## src/inc/pulse_acc_pkg.sv

```systemverilog
package pulse_acc_pkg;
	// Register byte offsets on the APB bus
	localparam logic [7:0] OFS_CONTROL = 8'h00;
	localparam logic [7:0] OFS_COUNT = 8'h04;
	localparam logic [7:0] OFS_MASK = 8'h08;
	localparam logic [7:0] OFS_FLAG = 8'h0C;
	localparam int ADDR_W = 8;
	localparam int DATA_W = 32;
	localparam int COUNT_W = 8;
	// Control register field positions
	localparam int CTL_ENABLE_BIT = 6;
	localparam int CTL_GATED_BIT = 5;
	localparam int CTL_EDGE_BIT = 4;
	localparam int CTL_CCS_BIT = 2;
	// Mask and flag register shared layout
	localparam int OVF_BIT = 5;
	localparam int EDGE_BIT = 4;
	// Reset values
	localparam logic RST_ENABLE = 1'b0;
	localparam logic RST_GATED = 1'b0;
	localparam logic RST_EDGE = 1'b0;
	localparam logic RST_CCS = 1'b0;
	localparam logic RST_MASK = 1'b0;
	localparam logic RST_FLAG = 1'b0;
	// Gated time base divisor in bus clock cycles
	localparam int TIMEBASE_DIV = 64;
endpackage : pulse_acc_pkg

```

## src/verilog/pulse_event_accumulator.sv

```systemverilog
// The address map and the APB register port were decided locally.
`timescale 1ns/1ps

//////////////////////////////////////////////////////////////////////////////
// Overview of operation
// - 8-bit counter, event or gated mode
// - Gated mode counts divide-by-64 ticks while active
// - Enable bit switches accumulator off or on
// - Event mode edge select: falling or rising
// - Gated mode edge select picks inhibiting level
// - Select bit picks compare five or capture four
// - Count register accessible at any time
// - Reset leaves count register unchanged
// - Increments and reads in opposite half cycles
// - Overflow flag on wrap, cleared writing one
// - Overflow enable gates interrupt, not flag
// - Edge flag on selected edge, write-one clears
// - Edge enable gates interrupt, not flag
// - Mask bit gates same-position flag bit
// - Flag register bits 3..0 read zero
module pulse_event_accumulator #(
	parameter int TIMEBASE_DIV = pulse_acc_pkg::TIMEBASE_DIV
) (
	// Clock and reset
	input wire logic sys_clk,
	input wire logic rstn,
	// APB slave
	input wire logic psel,
	input wire logic penable,
	input wire logic pwrite,
	input wire logic [pulse_acc_pkg::ADDR_W-1:0] paddr,
	input wire logic [pulse_acc_pkg::DATA_W-1:0] pwdata,
	output logic [pulse_acc_pkg::DATA_W-1:0] prdata,
	output logic pready,
	output logic pslverr,
	// Accumulator input pin
	input wire logic accumulator_input_pin,
	// Interrupt and function selects
	output logic irq,
	output logic fifth_output_compare_en,
	output logic fourth_input_capture_en
);
	localparam int PS_W = $clog2(TIMEBASE_DIV);

	// Refused at elaboration; the prescaler wraps only on a power of two
	if (TIMEBASE_DIV < 2 || (TIMEBASE_DIV & (TIMEBASE_DIV - 1)) != 0) begin : g_bad_div
		$error("TIMEBASE_DIV must be a power of two of at least 2");
	end

	typedef struct packed {
		logic pin_d;
		logic phase_two_clock;
		logic [PS_W-1:0] prescale;
		logic inc_pend;
		logic accumulator_enable;
		logic gated_mode_select;
		logic edge_select;
		logic capture_compare_select;
		logic overflow_irq_enable;
		logic input_edge_irq_enable;
		logic overflow_flag;
		logic input_edge_flag;
		logic [pulse_acc_pkg::COUNT_W-1:0] accumulator_count;
		logic [pulse_acc_pkg::DATA_W-1:0] prdata;
		logic pready;
		logic pslverr;
		logic irq;
		logic oc5_en;
		logic ic4_en;
	} acc_state_s;

	acc_state_s st_r;
	acc_state_s st_nxt;

	logic rise;
	logic fall;
	logic sel_edge;
	logic tick;
	logic gate_open;
	logic event_hit;
	logic apply_inc;
	logic done;
	logic wr_ctl;
	logic wr_cnt;
	logic wr_mask;
	logic wr_flag;
	logic ovf_set;
	logic edge_set;
	logic mapped;
	logic [pulse_acc_pkg::DATA_W-1:0] rd_word;

	//////////////////////////////////////////////////////////////////////////
	// Event decode from the pin, sampled on the bus clock
	assign rise = accumulator_input_pin & ~st_r.pin_d;
	assign fall = ~accumulator_input_pin & st_r.pin_d;
	// Trailing edge of a gate equals the selected edge in both modes
	assign sel_edge = st_r.edge_select ? rise : fall;
	assign tick = (st_r.prescale == PS_W'(TIMEBASE_DIV - 1));
	// Gate is inhibited when the pin equals edge_select
	assign gate_open = (accumulator_input_pin != st_r.edge_select);
	always_comb begin
		if (!st_r.accumulator_enable) begin
			event_hit = 1'b0;
		end else if (st_r.gated_mode_select) begin
			event_hit = tick & gate_open;
		end else begin
			event_hit = sel_edge;
		end
	end
	// Pending count lands only on the phase-two cycle
	assign apply_inc = st_r.inc_pend & st_r.phase_two_clock;

	//////////////////////////////////////////////////////////////////////////
	// APB decode; transfers complete only on the non-phase-two cycle
	assign done = psel & penable & st_r.pready;
	assign wr_ctl = done & pwrite & (paddr == pulse_acc_pkg::OFS_CONTROL);
	assign wr_cnt = done & pwrite & (paddr == pulse_acc_pkg::OFS_COUNT);
	assign wr_mask = done & pwrite & (paddr == pulse_acc_pkg::OFS_MASK);
	assign wr_flag = done & pwrite & (paddr == pulse_acc_pkg::OFS_FLAG);
	assign mapped = (paddr == pulse_acc_pkg::OFS_CONTROL) || (paddr == pulse_acc_pkg::OFS_COUNT)
		|| (paddr == pulse_acc_pkg::OFS_MASK) || (paddr == pulse_acc_pkg::OFS_FLAG);
	assign ovf_set = apply_inc & ~wr_cnt & (&st_r.accumulator_count);
	assign edge_set = st_r.accumulator_enable & sel_edge;

	// Read mux; unused and unimplemented bits read zero
	always_comb begin
		rd_word = '0;
		unique case (paddr)
			pulse_acc_pkg::OFS_CONTROL: begin
				rd_word[pulse_acc_pkg::CTL_ENABLE_BIT] = st_r.accumulator_enable;
				rd_word[pulse_acc_pkg::CTL_GATED_BIT] = st_r.gated_mode_select;
				rd_word[pulse_acc_pkg::CTL_EDGE_BIT] = st_r.edge_select;
				rd_word[pulse_acc_pkg::CTL_CCS_BIT] = st_r.capture_compare_select;
			end
			pulse_acc_pkg::OFS_COUNT: begin
				rd_word[pulse_acc_pkg::COUNT_W-1:0] = st_r.accumulator_count;
			end
			pulse_acc_pkg::OFS_MASK: begin
				rd_word[pulse_acc_pkg::OVF_BIT] = st_r.overflow_irq_enable;
				rd_word[pulse_acc_pkg::EDGE_BIT] = st_r.input_edge_irq_enable;
			end
			pulse_acc_pkg::OFS_FLAG: begin
				// Bits 3..0 stay zero
				rd_word[pulse_acc_pkg::OVF_BIT] = st_r.overflow_flag;
				rd_word[pulse_acc_pkg::EDGE_BIT] = st_r.input_edge_flag;
			end
			default: begin
				rd_word = '0;
			end
		endcase
	end

	//////////////////////////////////////////////////////////////////////////
	// Next-state logic for the whole block
	always_comb begin
		st_nxt = st_r;
		st_nxt.pin_d = accumulator_input_pin;
		st_nxt.phase_two_clock = ~st_r.phase_two_clock;
		// Free-running time base, never stopped by the enable
		st_nxt.prescale = st_r.prescale + PS_W'(1);
		// Max input rate is clock/2, so one pending slot suffices
		if (event_hit) begin
			st_nxt.inc_pend = 1'b1;
		end else if (apply_inc) begin
			st_nxt.inc_pend = 1'b0;
		end
		if (wr_cnt) begin
			// Written value wins, queued increment is dropped
			st_nxt.accumulator_count = pwdata[pulse_acc_pkg::COUNT_W-1:0];
			st_nxt.inc_pend = 1'b0;
		end else if (apply_inc) begin
			st_nxt.accumulator_count = st_r.accumulator_count + 8'h01;
		end
		if (wr_ctl) begin
			st_nxt.accumulator_enable = pwdata[pulse_acc_pkg::CTL_ENABLE_BIT];
			st_nxt.gated_mode_select = pwdata[pulse_acc_pkg::CTL_GATED_BIT];
			st_nxt.edge_select = pwdata[pulse_acc_pkg::CTL_EDGE_BIT];
			st_nxt.capture_compare_select = pwdata[pulse_acc_pkg::CTL_CCS_BIT];
		end
		if (wr_mask) begin
			st_nxt.overflow_irq_enable = pwdata[pulse_acc_pkg::OVF_BIT];
			st_nxt.input_edge_irq_enable = pwdata[pulse_acc_pkg::EDGE_BIT];
		end
		// Write-one clears; a same-cycle set wins so no event is lost
		if (wr_flag && pwdata[pulse_acc_pkg::OVF_BIT]) begin
			st_nxt.overflow_flag = 1'b0;
		end
		if (ovf_set) begin
			st_nxt.overflow_flag = 1'b1;
		end
		if (wr_flag && pwdata[pulse_acc_pkg::EDGE_BIT]) begin
			st_nxt.input_edge_flag = 1'b0;
		end
		if (edge_set) begin
			st_nxt.input_edge_flag = 1'b1;
		end
		// Enables only gate the request, never the flags
		st_nxt.irq = (st_nxt.overflow_flag & st_nxt.overflow_irq_enable)
			| (st_nxt.input_edge_flag & st_nxt.input_edge_irq_enable);
		st_nxt.oc5_en = ~st_nxt.capture_compare_select;
		st_nxt.ic4_en = st_nxt.capture_compare_select;
		// Ready rises so that completion falls opposite the increment edge
		st_nxt.pready = psel & penable & ~st_r.pready & st_r.phase_two_clock;
		st_nxt.pslverr = psel & penable & ~st_r.pready & st_r.phase_two_clock & ~mapped;
		if (psel && penable && !st_r.pready && st_r.phase_two_clock && !pwrite) begin
			st_nxt.prdata = rd_word;
		end else if (!psel) begin
			st_nxt.prdata = '0;
		end
	end

	// State register; the count survives reset untouched
	always_ff @(posedge sys_clk) begin
		if (!rstn) begin
			st_r <= '0;
			st_r.accumulator_enable <= pulse_acc_pkg::RST_ENABLE;
			st_r.gated_mode_select <= pulse_acc_pkg::RST_GATED;
			st_r.edge_select <= pulse_acc_pkg::RST_EDGE;
			st_r.capture_compare_select <= pulse_acc_pkg::RST_CCS;
			st_r.overflow_irq_enable <= pulse_acc_pkg::RST_MASK;
			st_r.input_edge_irq_enable <= pulse_acc_pkg::RST_MASK;
			st_r.overflow_flag <= pulse_acc_pkg::RST_FLAG;
			st_r.input_edge_flag <= pulse_acc_pkg::RST_FLAG;
			st_r.oc5_en <= 1'b1;
			st_r.accumulator_count <= st_r.accumulator_count;
		end else begin
			st_r <= st_nxt;
		end
	end

	assign prdata = st_r.prdata;
	assign pready = st_r.pready;
	assign pslverr = st_r.pslverr;
	assign irq = st_r.irq;
	assign fifth_output_compare_en = st_r.oc5_en;
	assign fourth_input_capture_en = st_r.ic4_en;
endmodule : pulse_event_accumulator

```

## config.mk

```make
export PLATFORM = sky130hd
export DESIGN_NAME = pulse_event_accumulator
export DESIGN_NICKNAME = d
export VERILOG_FILES = /design/src/inc/pulse_acc_pkg.sv /design/src/verilog/pulse_event_accumulator.sv
export SDC_FILE = /design/constraint.sdc
export NUM_CORES = 1
export LEC_CHECK = 0
export BUFFER_PORTS_ARGS = -buffer_cell sky130_fd_sc_hd__buf_2
export CAP_MARGIN = 20
export CORE_MARGIN = 2
export CORE_UTILIZATION = 47
export DETAILED_ROUTE_END_ITERATION = 7
export PLACE_DENSITY = 0.79
export SETUP_SLACK_MARGIN = 0.15
export SLEW_MARGIN = 10
export SYNTH_ARGS = -nofsm -noshare
export SYNTH_HDL_FRONTEND = slang
export SYNTH_SLANG_ARGS = --single-unit
```

## constraint.sdc

```tcl
create_clock -name sys_clk -period 2.8 [get_ports sys_clk]
set_input_delay 0.14 -clock sys_clk [delete_from_list [all_inputs] [get_ports sys_clk]]
set_output_delay 0.14 -clock sys_clk [all_outputs]
set_load 0.03 [all_outputs]
```

==> results of run 1 <==
-- worst paths after layout --
kind	startpoint	endpoint	slack, ns
min	accumulator_input_pin	st_r[61]$_SDFF_PN0_	0.13
max reg2reg	pready$_SDFF_PN0_	st_r[41]$_DFFE_PP_	0.77
max	pready$_SDFF_PN0_	st_r[41]$_DFFE_PP_	0.77
min reg2reg	st_r[54]$_SDFF_PN0_	st_r[54]$_SDFF_PN0_	0.45
-- area by class of cell --
type / count / area [µm²] / area share [%]
Multi-Input combinational cell: 149 / 982 / 45.5
Timing Repair Buffer: 35 / 178 / 8.24
Inverter: 2 / 7.51 / 0.348
Tap cell: 50 / 62.6 / 2.90
Clock inverter: 2 / 33.8 / 1.57
Clock buffer: 6 / 72.6 / 3.36
Sequential cell: 37 / 821 / 38.1
-- logic make-up after synthesis --
family,Yosys count
flops,37
fa+ha+maj,2
mux,11
simple gates,78
buf+inv,40
other cells,1
xor+xnor,11
compound gates,23
-- report_power, final --
part           switching (mW)  total (mW)  internal, mW
Clock                   0.182       0.445         0.263
Combinational          0.0741       0.102        0.0275
Sequential            0.00417       0.552         0.548
Total                   0.261        1.10         0.838
-- cell usage after synthesis (2+ instances only) --
| cell type | number | area (µm²) |
|---|---|---|
| sky130_fd_sc_hd__nand2b_1 | 2 | 12.5 |
| sky130_fd_sc_hd__mux2_1 | 2 | 22.5 |
| sky130_fd_sc_hd__ha_1 | 2 | 25.0 |
| sky130_fd_sc_hd__nor2_1 | 13 | 48.8 |
| sky130_fd_sc_hd__and3_1 | 2 | 12.5 |
| sky130_fd_sc_hd__a21boi_1 | 5 | 37.5 |
| sky130_fd_sc_hd__nor4b_4 | 2 | 47.6 |
| sky130_fd_sc_hd__a21oi_1 | 8 | 40.0 |
| sky130_fd_sc_hd__nand3_1 | 7 | 35.0 |
| sky130_fd_sc_hd__inv_1 | 2 | 7.51 |
| sky130_fd_sc_hd__nor2b_1 | 16 | 100 |
| sky130_fd_sc_hd__nand2_1 | 13 | 48.8 |
| sky130_fd_sc_hd__mux4_2 | 2 | 45.0 |
| sky130_fd_sc_hd__or3b_1 | 2 | 17.5 |
| sky130_fd_sc_hd__nand4_1 | 5 | 31.3 |
| sky130_fd_sc_hd__nor3_1 | 2 | 10.0 |
| sky130_fd_sc_hd__mux2i_1 | 4 | 40.0 |
| sky130_fd_sc_hd__and2_1 | 6 | 37.5 |
| sky130_fd_sc_hd__edfxtp_1 | 8 | 240 |
| sky130_fd_sc_hd__nor3b_1 | 2 | 15.0 |
| sky130_fd_sc_hd__buf_4 | 32 | 240 |
| sky130_fd_sc_hd__xnor2_1 | 8 | 70.1 |
| sky130_fd_sc_hd__a22oi_1 | 2 | 15.0 |
| sky130_fd_sc_hd__mux2_2 | 3 | 33.8 |
| sky130_fd_sc_hd__clkbuf_1 | 6 | 22.5 |
| sky130_fd_sc_hd__a32oi_1 | 5 | 43.8 |
| sky130_fd_sc_hd__dfxtp_1 | 29 | 581 |
| sky130_fd_sc_hd__xor2_1 | 3 | 26.3 |
-- metrics by stage --
step	instance area, µm²	hold WS (ns)	setup slack [ns]
floorplan	2070	0.262	0.533
global placement	2050	0.406	0.757
detailed placement	2050	0.422	0.724
CTS	2160	0.127	0.763
global route	2160	0.142	0.677
finish	2160	0.130	0.765
-- state kept, by name (all words and copies together), names as in the netlist --
register	cells
fourth_input_capture_en	1
pready	1
st_r	24
irq	1
prdata	8
fifth_output_compare_en	1
pslverr	1
-- layer usage --
layer	GRT usage, %	up-vias	part of all wire (%)
met4	5.66	0	0.61
met5	0	-	0
li1	-	704	-
met1	17.5	662	41
met3	5.26	2	6.7
met2	28.2	42	51
==> results_dict.tcl, run 1 <==
set metrics [dict create \
    outcome "completed" \
    grt_util_all_layers_pct 15.9 \
    path_max_fanout 18 \
    worst_ir_drop_vdd_v 0.000324 \
    static-leakage-power_nw 0.873 \
    antenna_left 0 \
    htree_num_levels 2 \
    path_cells "and4_1 -> nand4_1 -> buf_4 -> a21boi_1" \
    finalHoldViolations 0 \
    layout-drive-gt1-share_pct 21.6 \
    maxCapViolations 0 \
    routed-via-count 1410 \
    core.rowCount 23 \
    number_of_antenna_diodes 0 \
    rsz_0062_raised_after_global_routing "no" \
    critPathLaunchType "register" \
    required_ns 2.71 \
    report.power.total_mw 1.10 \
    slew_violations 0 \
    async_reset_ff_share_pct 0 \
    post_drt_via_cell_ratio 5.02 \
    cts_made_buffers 5 \
    tritoncts "built" \
    worst_hold_path_type "input pin to register" \
    areaGrowthSynthToFinish_pct 8.56 \
    timing.setup.critical_path_class "register to register" \
    clk_latency_ns 0.29 \
    ctsHoldBuffers 0 \
    cp_slowest_cell "sky130_fd_sc_hd__a21boi_1" \
    path_depth_of_the_worst_reg2reg_path 4 \
    finalSetupTns_ns 0 \
    firstDrtPassIters 4 \
    layout_commonest_cell "sky130_fd_sc_hd__buf_2" \
    num-fill-cells 391 \
    finish.net_count 278 \
    final.setup_skew_ns 0.00841 \
    dominantRegCellSynth "sky130_fd_sc_hd__dfxtp_1" \
    type_of_element_capturing_the_critical_path "register" \
    final_min_period_over_clock_period_pct 72.7 \
    synthSimpleGateAreaFrac_pct 23.7 \
    achievable-frequency_mhz 491 \
    max_slew_headroom_pct 46.3 \
    syn-cell-area_mm2 0.00199 \
    cts.sinks 37 \
    gp_routability_congestion 0.789 \
    dp_hpwl_mm 2.69 \
    synth_warnings 0 \
    floorplan.core_area_mm2 0.00403 \
    grt.overflow.total 0 \
    timing.critical_path.depth 4 \
    detailedRoute.firstIterationViolations 34 \
    power_per_cell_area_mw_per_mm2 509 \
    grt_pass1_vias 1386 \
    route.detailed.drc 0 \
    floorplan.initialDensity_pct 49.3 \
    synth_top_family_by_area "simple AND/OR/NAND/NOR gates" \
    layout_common_cells "sky130_fd_sc_hd__buf_2, sky130_fd_sc_hd__dfxtp_1, sky130_fd_sc_hd__conb_1" \
    grt_max_degree 31 \
    netlist_instances 203 \
    report.final.setup_viol 0 \
    seq_area_frac_synth_pct 41.3 \
    floorplan.die_area_mm2 0.00476 \
    num_io_pins 83 \
    critPathArrivalTime_ns 1.95 \
    synth_cell_types 38 \
    yosys.area_share.xor_xnor_pct 4.85 \
    post_layout_nonfiller_instances 281 \
    synth.area.mux_share_pct 7.12 \
    final_standard_cell_utilization_of_the_core_pct 53.5 \
    cts_setup_buffers 0 \
    syn_avg_cell_area_um2 9.79 \
    initial_antenna_violation_count 0 \
    critical_path.top_delay_family "compound AO/OA/AOI/OAI gates" \
    finalWorstPathRequiredPeriod_ns 2.03 \
    cp_num_buf_inv 1 \
    slowest_delay_ns 0.63 \
    clock-root-buffer "sky130_fd_sc_hd__clkbuf_8" \
    cts-resized-gates 0 \
    min_path_cells 2 \
    synth_area_in_compound_gates_pct 7.93 \
    yosys.area_share.adder_pct 1.26 \
    routed_wl_mm 3.64 \
    yosys_register_bits 37 \
    first_pass_grt_wire_length_mm 6.13 \
    die-width_um 69.0 \
    number_of_enable_flip_flop_cells_after_synthesis 8 \
    path_clk_slew_ns 0.07 \
    max-clock-path-buffers 2 \
    die_h_um 69.0 \
    io_buf_count 34 \
    dpl.cell_count 273 \
    max_slew.worst_pin.slew_ns 0.804 \
    avgRoutedWirePerCell_um 12.9 \
]
Power figures use the tool's default switching activity.
==> run 2: changes to the inputs <==
==> constraint.sdc (replaced) <==
create_clock -name sys_clk -period 2 [get_ports sys_clk]
set_input_delay 0.1 -clock sys_clk [delete_from_list [all_inputs] [get_ports sys_clk]]
set_output_delay 0.1 -clock sys_clk [all_outputs]
set_load 0.03 [all_outputs]
==> run 2 against run 1 <==
Effect of this change: clock power rose by 9.9%; global-route usage fell by 0.094 points; register-to-register slack got worse by 0.38 ns; final area rose by 0.17%; sequential share of layout area rose by 0.11 points; via count fell by 1.3%; non-clock buffer count rose by 2; critical path type unchanged; clock-buffer cell count rose by 2; core utilization rose by 0.093 points; worst setup slack got worse by 0.38 ns; cell count rose by 0.71%; largest cell class unchanged.
==> results_dict.tcl, run 2 (same netlist as run 1, synthesis figures left out) <==
set metrics [dict create \
    top_layer_used "met4" \
    htree_num_levels 2 \
    worst_ir_drop_vdd_v 0.000390 \
    cts_setup_buffers 0 \
    report.final.setup_viol 0 \
    timing.hold.worst.start "accumulator_input_pin" \
    route.detailed.drc 0 \
    worst_hold_path_type "input pin to register" \
    core.rowCount 23 \
    avgRoutedWirePerCell_um 12.3 \
    outcome "completed" \
    finalWorstPathRequiredPeriod_ns 1.61 \
    path_clk_slew_ns 0.07 \
    worst_r2r_startpoint "pready$_SDFF_PN0_" \
    grt_pass1_vias 1303 \
    min_path_cells 2 \
    max_slew.worst_pin.slew_ns 0.535 \
    clk_latency_ns 0.29 \
    dp_hpwl_mm 2.62 \
    timing.setup.critical_path_class "register to register" \
    max_flop_register "st_r" \
    antenna_left 0 \
    first_pass_grt_wire_length_mm 5.93 \
    finalSetupTns_ns 0 \
    cts.sinks 37 \
    finalHoldViolations 0 \
    cts-resized-gates 0 \
    regToRegSetupSlack_ns 0.39 \
    floorplan.die_area_mm2 0.00476 \
    grt.overflow.total 0 \
    max-clock-path-buffers 2 \
    finish.net_count 280 \
    power_per_cell_area_mw_per_mm2 650 \
    largest_register_ffs 24 \
    floorplan.initialDensity_pct 49.3 \
    io_buf_count 34 \
    detailedRoute.firstIterationViolations 50 \
    cts_made_buffers 5 \
    grt_max_degree 31 \
    wl_met2_mm 1.70 \
    die-width_um 69.0 \
    routedLengthMet1_mm 1.54 \
    layout_commonest_cell "sky130_fd_sc_hd__buf_2" \
    max_slew_headroom_pct 64.2 \
    num-fill-cells 380 \
    final.setup_skew_ns 0.00640 \
    initial_antenna_violation_count 0 \
    num_io_pins 83 \
    areaGrowthSynthToFinish_pct 8.75 \
    gp_routability_congestion 0.792 \
    ctsHoldBuffers 0 \
    post_drt_via_cell_ratio 4.92 \
    clock-root-buffer "sky130_fd_sc_hd__clkbuf_8" \
    number_of_antenna_diodes 0 \
    path_max_fanout 12 \
    static-leakage-power_nw 0.874 \
    rsz_0062_raised_after_global_routing "no" \
    routed-via-count 1392 \
    firstDrtPassIters 6 \
    rr_endpoint "st_r[38]$_DFFE_PP_" \
    path_depth_of_the_worst_reg2reg_path 4 \
    maxCapViolations 0 \
    footprint_of_the_multi_input_gates_um2 993 \
    layout_common_cells "sky130_fd_sc_hd__buf_2, sky130_fd_sc_hd__dfxtp_1, sky130_fd_sc_hd__conb_1" \
    fin_hold_ws_ns 0.0806 \
    critPathLaunchType "register" \
    required_ns 1.97 \
    die_h_um 69.0 \
    critPathArrivalTime_ns 1.58 \
    slew_violations 0 \
    layout-drive-gt1-share_pct 22.7 \
    achievable-frequency_mhz 619 \
    tritoncts "built" \
    seq_area_um2 825 \
    routed-wl-met3_um 187 \
    floorplan.core_area_mm2 0.00403 \
    routed_wl_mm 3.49 \
    final_min_period_over_clock_period_pct 80.7 \
    hold_path_end "st_r[61]$_SDFF_PN0_" \
    type_of_element_capturing_the_critical_path "register" \
    grt_util_all_layers_pct 15.8 \
]
-- run 2: cell type report --
type / instances / area share (%)
clock buffer: 8 / 3.71
inverter: 2 / 0.347
multi-input combinational: 149 / 46.0
sequential: 37 / 38.2
tap: 50 / 2.90
timing repair buffer: 37 / 8.92
-- run 2: layer usage --
metal	track usage, %	vias up
li1	-	711
met1	18.7	642
met2	25.4	34
met3	6.29	5
met4	6.54	0
met5	0	-
-- run 2: through the flow --
stage,instance area (µm²),utilization (%),total power [mW],worst slack [ns],std cells
global route,2160,53.6,1.47,0.273,283
finish,2160,53.6,1.40,0.386,283
detailed placement,2080,51.6,0.933,0.245,275
CTS,2160,53.6,1.43,0.371,283
floorplan,2100,-,0.928,0.195,226
global placement,2080,51.6,0.931,0.271,275
-- run 2: power by group --
group          switching (mW)  internal [mW]  total [mW]
logic                   0.104         0.0398       0.144
clock network           0.241          0.247       0.489
registers             0.00579          0.767       0.772
total                   0.351           1.05        1.40
-- run 2: worst max-delay path by stage --
stage | start | to | slack [ns] | cells past startpoint
2_1_floorplan | pready$_SDFF_PN0_ | st_r[37]$_DFFE_PP_ | 0.20 | 5
3_5_place_dp | paddr[1] | fifth_output_compare_en$_SDFF_PN1_ | 0.25 | 5
4_1_cts | pready$_SDFF_PN0_ | st_r[37]$_DFFE_PP_ | 0.37 | 4
5_1_grt | pready$_SDFF_PN0_ | st_r[38]$_DFFE_PP_ | 0.27 | 4
6_report | pready$_SDFF_PN0_ | st_r[38]$_DFFE_PP_ | 0.39 | 4
3_3_place_gp | paddr[1] | fifth_output_compare_en$_SDFF_PN1_ | 0.27 | 5
-- run 2: critical path, stage by stage, from the launching register on --
cell	delay, ns
sky130_fd_sc_hd__dfxtp_4	0.35
sky130_fd_sc_hd__and4_1	0.29
sky130_fd_sc_hd__nand4_1	0.12
sky130_fd_sc_hd__buf_4	0.21
sky130_fd_sc_hd__a21boi_4	0.31
